--- src/inc/spu_pkg.sv ---
// Constants, register map and carrier types for the clocked serial port.
package spu_pkg;

  // Register byte offsets on the APB bus.
  localparam logic [7:0] SPU_OFS_CTRL  = 8'h00;
  localparam logic [7:0] SPU_OFS_STAT  = 8'h04;
  localparam logic [7:0] SPU_OFS_TXBUF = 8'h08;
  localparam logic [7:0] SPU_OFS_RXBUF = 8'h0C;
  localparam logic [7:0] SPU_OFS_DIV   = 8'h10;
  localparam logic [7:0] SPU_OFS_IRQ   = 8'h14;

  // Reset values.
  localparam logic [7:0] SPU_CTRL_RST = 8'h00;
  localparam logic [7:0] SPU_STAT_RST = 8'h80;
  localparam logic [7:0] SPU_DIV_RST  = 8'h03;

  // Serial framing figures.
  localparam logic [2:0] SPU_LAST_BIT  = 3'h7;
  localparam logic [3:0] SPU_MID_SUB   = 4'h7;
  localparam logic [3:0] SPU_STOP_NP   = 4'h9;
  localparam logic [3:0] SPU_STOP_PAR  = 4'hA;
  localparam logic [3:0] SPU_PAR_IDX   = 4'h9;
  localparam logic [3:0] SPU_DATA_LO   = 4'h1;
  localparam logic [3:0] SPU_DATA_HI   = 4'h8;

  // Interrupt source codes, highest priority first.
  localparam logic [2:0] SPU_IRQ_FAULT = 3'h4;
  localparam logic [2:0] SPU_IRQ_FULL  = 3'h3;
  localparam logic [2:0] SPU_IRQ_EMPTY = 3'h2;
  localparam logic [2:0] SPU_IRQ_DONE  = 3'h1;
  localparam logic [2:0] SPU_IRQ_NONE  = 3'h0;

  // Control byte layout.
  typedef struct packed {
    logic async_mode;
    logic par_en;
    logic rx_irq_en;
    logic tx_done_irq_en;
    logic tx_empty_irq_en;
    logic clk_ext;
    logic rx_enable;
    logic tx_enable;
  } spu_ctrl_t;

  // Status byte layout; the two low bits read as zero.
  typedef struct packed {
    logic       tx_buf_empty_flag;
    logic       rx_full_flag;
    logic       overrun_flag;
    logic       framing_flag;
    logic       parity_flag;
    logic       tx_done_flag;
    logic [1:0] zero;
  } spu_stat_t;

  // Transmit sequencer states, Gray coded.
  typedef enum logic [1:0] {
    TX_IDLE  = 2'b00,
    TX_SHIFT = 2'b01,
    TX_TAIL  = 2'b11
  } spu_tx_state_t;

endpackage : spu_pkg

--- src/spu_sync.sv ---
// Clocked synchronous serial port with asynchronous receive, APB registers and four interrupt lines.
// Behaviour
// - No start while any receive error flag set.
// - Empty flag clear means buffer holds new byte.
// - Load sets empty flag, starts shifting, interrupt.
// - Internal clock: eight pulses; external: follow clock.
// - Transmit bits least significant first.
// - At bit seven, chain next byte without gap.
// - Nothing pending at bit seven: done flag, hold.
// - Serial clock rests high after transmission.
// - Error flags block full flag and transfers.
// - Receive clock starts when receive enabled.
// - Clock stops on overrun, resumes when cleared.
// - Receive LSB first; copy when buffer empty.
// - Full and overrun interrupts gated by enable.
// - Simultaneous mode: clock starts with transmission.
// - Four lines, fault OR of errors, prioritised.
// - Buffer writes always accepted, may overwrite.
// - Error flags independent; overrun blocks copy.
// - Line break gives framing error, zero byte.
// - Asynchronous receive samples sixteen times per bit.
// - Transmit on falling edge, sample on rising.
// - Synchronous character: eight bits, no parity.
// - Idle internal clock output held high.
//
// The APB register port and the address map are this design's own decisions.
module spu_sync
  import spu_pkg::*;
#(
  parameter logic [7:0] DIV_DEFAULT = SPU_DIV_RST
) (
  input  wire logic        clk,          // System clock, 20 MHz.
  input  wire logic        rst_n,        // Asynchronous reset, active low.
  input  wire logic        psel,         // APB select.
  input  wire logic        penable,      // APB access phase.
  input  wire logic        pwrite,       // APB write direction.
  input  wire logic [7:0]  paddr,        // APB byte address.
  input  wire logic [31:0] pwdata,       // APB write data.
  output logic      [31:0] prdata,       // APB read data.
  output logic             pready,       // APB ready.
  output logic             pslverr,      // APB error for unmapped address.
  input  wire logic        rxd_i,        // Serial receive data pin.
  output logic             txd_o,        // Serial transmit data pin.
  input  wire logic        sck_i,        // Serial clock pin, input side.
  output logic             sck_o,        // Serial clock pin, output side.
  output logic             sck_oe_n,     // Serial clock drive enable, low drives.
  output logic             rx_fault_irq, // Receive error interrupt.
  output logic             rx_full_irq,  // Receive buffer full interrupt.
  output logic             tx_empty_irq, // Transmit buffer empty interrupt.
  output logic             tx_done_irq   // Transmission ended interrupt.
);

  spu_ctrl_t     ctrl_reg;
  spu_stat_t     stat_reg;
  spu_tx_state_t tx_st_reg;
  logic [7:0]    tx_buffer_reg;
  logic [7:0]    rx_buffer_reg;
  logic [7:0]    div_reg;
  logic [7:0]    div_cnt_reg;
  logic          sck_reg;
  logic [7:0]    tx_shifter_reg;
  logic [2:0]    tx_cnt_reg;
  logic [7:0]    rx_shifter_reg;
  logic [2:0]    rx_cnt_reg;
  logic          rxd_s1_reg, rxd_s2_reg;
  logic          sck_s1_reg, sck_s2_reg, sck_s3_reg;
  logic          a_busy_reg;
  logic [3:0]    a_sub_reg;
  logic [3:0]    a_bit_reg;
  logic [7:0]    a_shifter_reg;
  logic          a_par_reg;
  logic [2:0]    irq_src_reg;

  logic        access, wr_fire, err, clk_run_int, div_run, tick;
  logic        int_fall, int_rise, fall_ev, rise_ev;
  logic        tx_start, tx_chain, tx_end, rx_done_sync;
  logic        a_done, a_fer, a_per, rx_done;
  logic [7:0]  rx_byte;
  logic [3:0]  a_stop_idx;
  logic [31:0] rd_word;
  logic        rd_ok;

  // Two-flop synchronisers for the pins; the third clock stage feeds edge detection.
  always_ff @(posedge clk or negedge rst_n) begin
    if (!rst_n) begin
      rxd_s1_reg <= 1'b1;
      rxd_s2_reg <= 1'b1;
      sck_s1_reg <= 1'b1;
      sck_s2_reg <= 1'b1;
      sck_s3_reg <= 1'b1;
    end else begin
      rxd_s1_reg <= rxd_i;
      rxd_s2_reg <= rxd_s1_reg;
      sck_s1_reg <= sck_i;
      sck_s2_reg <= sck_s1_reg;
      sck_s3_reg <= sck_s2_reg;
    end
  end

  // Any receive error freezes the whole port.
  assign err = stat_reg.overrun_flag | stat_reg.framing_flag | stat_reg.parity_flag;

  // Clock generation and serial edge events.
  // clock follows transmission
  // When both directions are enabled the clock only runs with a transmission.
  assign clk_run_int = !ctrl_reg.async_mode && !ctrl_reg.clk_ext && !err &&
                       ((tx_st_reg != TX_IDLE) || (ctrl_reg.rx_enable && !ctrl_reg.tx_enable));
  assign div_run  = clk_run_int | ctrl_reg.async_mode;
  assign tick     = div_run && (div_cnt_reg == div_reg);
  assign int_fall = clk_run_int && tick && sck_reg;
  assign int_rise = clk_run_int && tick && !sck_reg;
  assign fall_ev  = ctrl_reg.clk_ext ? (!sck_s2_reg && sck_s3_reg) : int_fall;
  assign rise_ev  = ctrl_reg.clk_ext ? (sck_s2_reg && !sck_s3_reg) : int_rise;

  // Divider: half serial clock period, or one sixteenth of a bit in asynchronous mode.
  // clock rests high
  always_ff @(posedge clk or negedge rst_n) begin
    if (!rst_n) begin
      div_cnt_reg <= 8'h00;
      sck_reg     <= 1'b1;
    end else if (!div_run) begin
      div_cnt_reg <= 8'h00;
      sck_reg     <= 1'b1;
    end else if (tick) begin
      div_cnt_reg <= 8'h00;
      if (clk_run_int) begin
        sck_reg <= ~sck_reg;
      end
    end else begin
      div_cnt_reg <= div_cnt_reg + 8'h01;
    end
  end

  // Transmit decisions.
  // no start on error
  assign tx_start = ctrl_reg.tx_enable && !ctrl_reg.async_mode && !err &&
                    !stat_reg.tx_buf_empty_flag && (tx_st_reg == TX_IDLE);
  assign tx_chain = (tx_st_reg == TX_SHIFT) && !err && fall_ev && (tx_cnt_reg == SPU_LAST_BIT) &&
                    ctrl_reg.tx_enable && !stat_reg.tx_buf_empty_flag;
  assign tx_end   = (tx_st_reg == TX_SHIFT) && !err && fall_ev && (tx_cnt_reg == SPU_LAST_BIT) &&
                    !tx_chain;

  // Transmit sequencer: a bit leaves on each falling edge.
  always_ff @(posedge clk or negedge rst_n) begin
    if (!rst_n) begin
      tx_st_reg      <= TX_IDLE;
      tx_shifter_reg <= 8'h00;
      tx_cnt_reg     <= 3'h0;
      txd_o          <= 1'b1;
    end else begin
      case (tx_st_reg)
        TX_IDLE: begin
          if (tx_start) begin
            tx_shifter_reg <= tx_buffer_reg;
            tx_cnt_reg     <= 3'h0;
            tx_st_reg      <= TX_SHIFT;
          end
        end
        TX_SHIFT: begin
          if (err || !ctrl_reg.tx_enable) begin
            tx_st_reg <= TX_IDLE;
          end else if (fall_ev) begin
            txd_o <= tx_shifter_reg[tx_cnt_reg];
            if (tx_chain) begin
              tx_shifter_reg <= tx_buffer_reg;
              tx_cnt_reg     <= 3'h0;
            end else if (tx_end) begin
              tx_st_reg <= TX_TAIL;
            end else begin
              tx_cnt_reg <= tx_cnt_reg + 3'h1;
            end
          end
        end
        TX_TAIL: begin
          // Bit seven stays on the line; the last rising edge ends the frame.
          if (rise_ev || err) begin
            tx_st_reg <= TX_IDLE;
          end
        end
        default: begin
          tx_st_reg <= TX_IDLE;
        end
      endcase
    end
  end

  // Synchronous receiver: a bit enters on each rising edge.
  // sample when enabled
  always_ff @(posedge clk or negedge rst_n) begin
    if (!rst_n) begin
      rx_shifter_reg <= 8'h00;
      rx_cnt_reg     <= 3'h0;
    end else if (!ctrl_reg.rx_enable || err || ctrl_reg.async_mode) begin
      rx_cnt_reg <= 3'h0;
    end else if (rise_ev) begin
      rx_shifter_reg <= {rxd_s2_reg, rx_shifter_reg[7:1]};
      rx_cnt_reg     <= rx_cnt_reg + 3'h1;
    end
  end
  assign rx_done_sync = ctrl_reg.rx_enable && !err && !ctrl_reg.async_mode && rise_ev &&
                        (rx_cnt_reg == SPU_LAST_BIT);

  // Asynchronous receiver on the sixteen-times tick.
  // sixteen samples per bit
  always_ff @(posedge clk or negedge rst_n) begin
    if (!rst_n) begin
      a_busy_reg    <= 1'b0;
      a_sub_reg     <= 4'h0;
      a_bit_reg     <= 4'h0;
      a_shifter_reg <= 8'h00;
      a_par_reg     <= 1'b0;
    end else if (!ctrl_reg.async_mode || !ctrl_reg.rx_enable) begin
      a_busy_reg <= 1'b0;
    end else if (tick) begin
      if (!a_busy_reg) begin
        if (!rxd_s2_reg && !err) begin
          a_busy_reg <= 1'b1;
          a_sub_reg  <= 4'h0;
          a_bit_reg  <= 4'h0;
        end
      end else begin
        a_sub_reg <= a_sub_reg + 4'h1;
        if (a_sub_reg == SPU_MID_SUB) begin
          a_bit_reg <= a_bit_reg + 4'h1;
          if (a_bit_reg == 4'h0 && rxd_s2_reg) begin
            a_busy_reg <= 1'b0;
          end else if (a_bit_reg >= SPU_DATA_LO && a_bit_reg <= SPU_DATA_HI) begin
            a_shifter_reg <= {rxd_s2_reg, a_shifter_reg[7:1]};
          end else if (a_bit_reg == a_stop_idx) begin
            a_busy_reg <= 1'b0;
          end else begin
            a_par_reg <= rxd_s2_reg;
          end
        end
      end
    end
  end
  assign a_stop_idx = ctrl_reg.par_en ? SPU_STOP_PAR : SPU_STOP_NP;
  assign a_done = ctrl_reg.async_mode && ctrl_reg.rx_enable && tick && a_busy_reg &&
                  (a_sub_reg == SPU_MID_SUB) && (a_bit_reg == a_stop_idx);
  // low stop bit is a framing error
  assign a_fer  = !rxd_s2_reg;
  assign a_per  = ctrl_reg.par_en && ((^a_shifter_reg) ^ a_par_reg);
  assign rx_done = rx_done_sync | a_done;
  assign rx_byte = ctrl_reg.async_mode ? a_shifter_reg : {rxd_s2_reg, rx_shifter_reg[7:1]};

  // APB handshake: one wait state, then the transfer completes.
  assign access  = psel && penable;
  assign wr_fire = access && pready && pwrite;
  always_ff @(posedge clk or negedge rst_n) begin
    if (!rst_n) begin
      pready  <= 1'b0;
      prdata  <= 32'h0000_0000;
      pslverr <= 1'b0;
    end else begin
      pready <= access && !pready;
      if (access && !pready) begin
        prdata  <= pwrite ? 32'h0000_0000 : rd_word;
        pslverr <= !rd_ok;
      end
    end
  end

  // Read multiplexer and address decode.
  always_comb begin
    rd_word = 32'h0000_0000;
    rd_ok   = 1'b1;
    if (paddr == SPU_OFS_CTRL) begin
      rd_word = {24'h000000, ctrl_reg};
    end else if (paddr == SPU_OFS_STAT) begin
      rd_word = {24'h000000, stat_reg};
    end else if (paddr == SPU_OFS_TXBUF) begin
      rd_word = {24'h000000, tx_buffer_reg};
    end else if (paddr == SPU_OFS_RXBUF) begin
      rd_word = {24'h000000, rx_buffer_reg};
    end else if (paddr == SPU_OFS_DIV) begin
      rd_word = {24'h000000, div_reg};
    end else if (paddr == SPU_OFS_IRQ) begin
      rd_word = {29'h0000000, irq_src_reg};
    end else begin
      rd_ok = 1'b0;
    end
  end

  // Software-written configuration and transmit buffer.
  // writes always accepted
  always_ff @(posedge clk or negedge rst_n) begin
    if (!rst_n) begin
      ctrl_reg      <= SPU_CTRL_RST;
      div_reg       <= DIV_DEFAULT;
      tx_buffer_reg <= 8'h00;
    end else if (wr_fire) begin
      if (paddr == SPU_OFS_CTRL) begin
        ctrl_reg <= pwdata[7:0];
      end else if (paddr == SPU_OFS_DIV) begin
        div_reg <= pwdata[7:0];
      end else if (paddr == SPU_OFS_TXBUF) begin
        tx_buffer_reg <= pwdata[7:0];
      end
    end
  end

  // Status flags: hardware sets win over a software write of zero in the same cycle.
  logic wr_stat;
  assign wr_stat = wr_fire && (paddr == SPU_OFS_STAT);
  always_ff @(posedge clk or negedge rst_n) begin
    if (!rst_n) begin
      stat_reg      <= SPU_STAT_RST;
      rx_buffer_reg <= 8'h00;
    end else begin
      stat_reg.tx_buf_empty_flag <= (tx_start || tx_chain) ||
                                    (stat_reg.tx_buf_empty_flag && !(wr_stat && !pwdata[7]));
      stat_reg.tx_done_flag <= tx_end ||
                               (stat_reg.tx_done_flag && !tx_start && !(wr_stat && !pwdata[2]));
      stat_reg.overrun_flag <= (rx_done && stat_reg.rx_full_flag) ||
                               (stat_reg.overrun_flag && !(wr_stat && !pwdata[5]));
      stat_reg.framing_flag <= (a_done && a_fer) ||
                               (stat_reg.framing_flag && !(wr_stat && !pwdata[4]));
      stat_reg.parity_flag  <= (a_done && a_per) ||
                               (stat_reg.parity_flag && !(wr_stat && !pwdata[3]));
      stat_reg.rx_full_flag <= (rx_done && !stat_reg.rx_full_flag && !(a_done && (a_fer || a_per))) ||
                               (stat_reg.rx_full_flag && !(wr_stat && !pwdata[6]));
      stat_reg.zero <= 2'b00;
      // line break copies a zero byte
      if (rx_done && !stat_reg.rx_full_flag) begin
        rx_buffer_reg <= rx_byte;
      end
    end
  end

  // Interrupt lines and prioritised source code, all registered.
  // gate by receive interrupt enable
  always_ff @(posedge clk or negedge rst_n) begin
    if (!rst_n) begin
      rx_fault_irq <= 1'b0;
      rx_full_irq  <= 1'b0;
      tx_empty_irq <= 1'b0;
      tx_done_irq  <= 1'b0;
      irq_src_reg  <= SPU_IRQ_NONE;
    end else begin
      rx_fault_irq <= ctrl_reg.rx_irq_en && err;
      rx_full_irq  <= ctrl_reg.rx_irq_en && stat_reg.rx_full_flag;
      tx_empty_irq <= ctrl_reg.tx_empty_irq_en && stat_reg.tx_buf_empty_flag;
      tx_done_irq  <= ctrl_reg.tx_done_irq_en && stat_reg.tx_done_flag;
      if (ctrl_reg.rx_irq_en && err) begin
        irq_src_reg <= SPU_IRQ_FAULT;
      end else if (ctrl_reg.rx_irq_en && stat_reg.rx_full_flag) begin
        irq_src_reg <= SPU_IRQ_FULL;
      end else if (ctrl_reg.tx_empty_irq_en && stat_reg.tx_buf_empty_flag) begin
        irq_src_reg <= SPU_IRQ_EMPTY;
      end else if (ctrl_reg.tx_done_irq_en && stat_reg.tx_done_flag) begin
        irq_src_reg <= SPU_IRQ_DONE;
      end else begin
        irq_src_reg <= SPU_IRQ_NONE;
      end
    end
  end

  // Serial clock pin: driven only with the internal clock in synchronous mode.
  // idle clock high
  // The pin shows the divider flop itself, so data and clock change on one edge.
  assign sck_o = sck_reg;
  always_ff @(posedge clk or negedge rst_n) begin
    if (!rst_n) begin
      sck_oe_n <= 1'b1;
    end else begin
      sck_oe_n <= ctrl_reg.clk_ext || ctrl_reg.async_mode;
    end
  end

endmodule : spu_sync

--- config.mk ---
export PLATFORM = sky130hd
export DESIGN_NAME = spu_sync
export DESIGN_NICKNAME = d
export VERILOG_FILES = /design/src/inc/spu_pkg.sv /design/src/spu_sync.sv
export SDC_FILE = /design/constraint.sdc
export NUM_CORES = 1
export LEC_CHECK = 0
export BUFFER_PORTS_ARGS = -buffer_cell sky130_fd_sc_hd__buf_4
export CAP_MARGIN = 40
export CORE_UTILIZATION = 46
export CTS_BUF_LIST = sky130_fd_sc_hd__clkbuf_2
export DETAILED_ROUTE_END_ITERATION = 8
export PLACE_DENSITY = 0.74
export SETUP_SLACK_MARGIN = 0.05
export SYNTH_ARGS = -nofsm -noshare
export SYNTH_HDL_FRONTEND = slang
export SYNTH_SLANG_ARGS = --single-unit
--- constraint.sdc ---
create_clock -name clk -period 6.8 [get_ports clk]
set_input_delay 0.34 -clock clk [delete_from_list [all_inputs] [get_ports clk]]
set_output_delay 0.34 -clock clk [all_outputs]
set_load 0.05 [all_outputs]
==> flow_summary_export.csv <==
group,metric,value,unit
outcome,status,"finished, final reports clean",
final_layout,n_antenna_cell,0,
synth,ys_top_cells_by_area,"dfrtp_1, mux2_2, dfstp_2",
clock_tree,cts_made_buffers,9,
critical_path,arrival,3.63,ns
sta,skew,0.0376,ns
grt,globalRouteTotalUtil,20.3,%
power,p_leak,3.06,nW
sta,whs,0.108,ns
final_layout,fillers,1071,
synth,synth_seq_cells,111,
synth,yosysTopAreaCell,"dfrtp_1",
power,peakVddDrop,87.2,uV
sta,finalHoldViolations,0,
sta,fin_crit_sh,45.5,%
grt,antenna_found_initial,0,
synth,ys_warn_count,0,
critical_path,endpoint,"rx_shifter_reg[2]",
synth,syn_inst,505,
synth,avgSynthCellArea,11.3,um2
final_layout,nets,608,
synth,synth_top_area_share,43.7,%
place,gp_congestion,0.855,
critical_path,crit_required,7.33,ns
final_layout,final_cell_mix,"dfrtp_1, nand2_1, buf_4",
sta,max_freq,0.323,GHz
flow_run,max-cap-violations,0,
synth,synth-edff-count,0,
hold_path,hold_class,"input port to flop",
critical_path,cp_slowest_cell,"nor2b_1",
floorplan,dieArea,12900,um2
drt,initialDrtViolationCount,249,
synth,syn_area,5730,um2
clock_tree,cts.sinks,111,
sta,period_needed,3.10,ns
clock_tree,cts_tree,"yes",
floorplan,coreArea,12100,um2
critical_path,cp.depth,6,
sta,worst_pin_slew,0.821,ns
drt,drc_errors,0,
synth,ys_async_sr_fraction,100,%
critical_path,path_max_fanout,11,
drt,routedWlPerCell,16.6,um
drt,firstDrtPassIters,4,
final_layout,fin_area,6310,um2
synth,ys_seq_area_share,48.7,%
sta,finalSetupTns,0,ns
critical_path,reg2reg_depth,6,
place,port_buffers,39,
critical_path,max_stage_delay,0.61,ns
final_layout,final_common_cell,"dfrtp_1",
floorplan,initial_core_util,47.5,%
final_layout,multi_input_area,2710,um2
synth,synth_flop_cell,"dfrtp_1",
floorplan,fp.dieW,114,um
grt,grt_max_degree,66,
grt,grt_pass1_wl,20000,um
place,dpl_cell_area,6080,um2
drt,vias,3903,
place,hpwlAfterDp,8970,um
floorplan,ios,88,
grt,overflow,0,
final_layout,final-seq-area,2790,um2
critical_path,reg2reg_to,"rx_shifter_reg[2]",
sta,rsz0062_at_grt,"false",
clock_tree,htreeDepth,3,
critical_path,cpLargestDelayFamily,"simple AND/OR/NAND/NOR gates",
drt,wl,12000,um
critical_path,crit_path_start,"div_reg[2]",
critical_path,critical_path_class,"flop to flop",
clock_tree,clock_latency,0.62,ns
grt,grt_pass1_vias,3891,
sta,slew_headroom,45.3,%
floorplan,die_height,114,um
synth,ys_types,65,
clock_tree,clk_path_buf_depth,2,
sta,drv_slew,0,
critical_path,cp-start-kind,"flop",
critical_path,crit_chain,"xor2_1 > nor4_2 > nand2_2 > o32ai_4 > nor2b_1 > mux2_2",
clock_tree,cts_resized,0,
clock_tree,cts.clk_slew.worst_paths,0.26,ns
critical_path,end_kind,"flop",
critical_path,r2r_slack,3.70,ns
critical_path,reg2reg_from,"div_reg[2]",
critical_path,cp.buffers_inverters,0,
floorplan,fp-row-count,40,
clock_tree,clockRootBuffer,"clkbuf_2",
final_layout,syn_to_final_growth,10.1,%
drt,routed_via_density,5.40,
drt,final_antenna_net_count,0,
final_layout,drive_gt1_share,25.0,%
power,power.density,171,nW/um2
sta,setup_viol,0,
worst register-to-register path, delay by kind of cell (launching register included):
kind / cells / cell delay (ns)
AOI/OAI and AO/OA: 1 / 0.47
xor gates and xnor gates: 1 / 0.19
DFF: 1 / 0.49
and+or+nand+nor: 3 / 1.49
muxes: 1 / 0.41
cells by family after synthesis:
group | count (synthesis) | share of synthesized area (%)
compound gates | 89 | 11.0
buf+inv | 55 | 5.48
xor+xnor | 22 | 3.60
other cells | 1 | 0.0654
flops | 111 | 48.7
fa+ha+maj | 10 | 2.18
mux | 76 | 16.0
simple gates | 141 | 12.9
worst min-delay path by stage:
| stage | start | to | depth (start not counted) |
|---|---|---|---|
| 6_report | paddr[3] | pslverr | 3 |
| 5_1_grt | paddr[3] | pslverr | 3 |
| 4_1_cts | paddr[3] | pslverr | 3 |
| 3_5_place_dp | rxd_s1_reg | rxd_s2_reg | 0 |
| 3_3_place_gp | rxd_s1_reg | rxd_s2_reg | 0 |
| 2_1_floorplan | rst_n | a_bit_reg[0] | 0 |
area by class of cell:
| cell class | instances | area share (%) |
|---|---|---|
| clock buffers | 9 | 0.714 |
| clock inverters | 6 | 1.21 |
| inverters | 15 | 0.893 |
| multi-input cells | 362 | 43.0 |
| flip-flops and latches | 111 | 44.2 |
| well taps | 168 | 3.33 |
| repair buffers | 52 | 6.62 |
report_power, final:
group | switching [W] | internal (W) | leakage (nW)
sequential | 0.00000384 | 0.000667 | 1.48
clock | 0.000208 | 0.000115 | 0.0743
combinational | 0.0000652 | 0.0000215 | 1.50
total | 0.000277 | 0.000804 | 3.06
synth_stat cells, types with 3 or more instances:
cell and instances:
dfrtp_1 100, nand2_1 43, mux2_2 40, nor2_1 33, a21oi_1 27, buf_4 26, mux2i_1 18, mux2_4 16
inv_1 15, o21ai_0 15, xor2_1 13, dfstp_2 11, nor2b_1 11, clkbuf_1 10, ha_1 10, nand3_1 9
a22oi_1 8, xnor2_1 8, o22ai_1 7, o31ai_1 7, nor3_1 6, a22o_1 5, and2_1 5, nand2b_1 4
a21o_1 3, nand3b_1 3, nand4b_1 3, or2_2 3
routing by layer:
metal  track usage [%]  vias up  part of all wire [%]
met3              3.45       12                   3.4
met4              7.54        0                   1.3
li1                  -     1828                     -
met1              26.5     1978                    46
met2              33.9       85                    50
met5                 0        -                     0
what timing repair did:
item                      4_1_cts  5_1_grt
hold endpoints to repair       86        0
hold buffers                   11        0
buffers inserted                0        0
through the flow:
stage,util (%),cells,total power (W),setup slack (ns)
2_1_floorplan,-,528,0.000741,4.61
3_3_place_gp,50.3,696,0.000762,3.77
3_5_place_dp,50.4,697,0.000764,3.71
4_1_cts,52.3,723,0.00109,3.68
5_1_grt,52.3,723,0.00112,3.54
6_report,52.3,723,0.00108,3.70
Power figures use the tool's default switching activity.
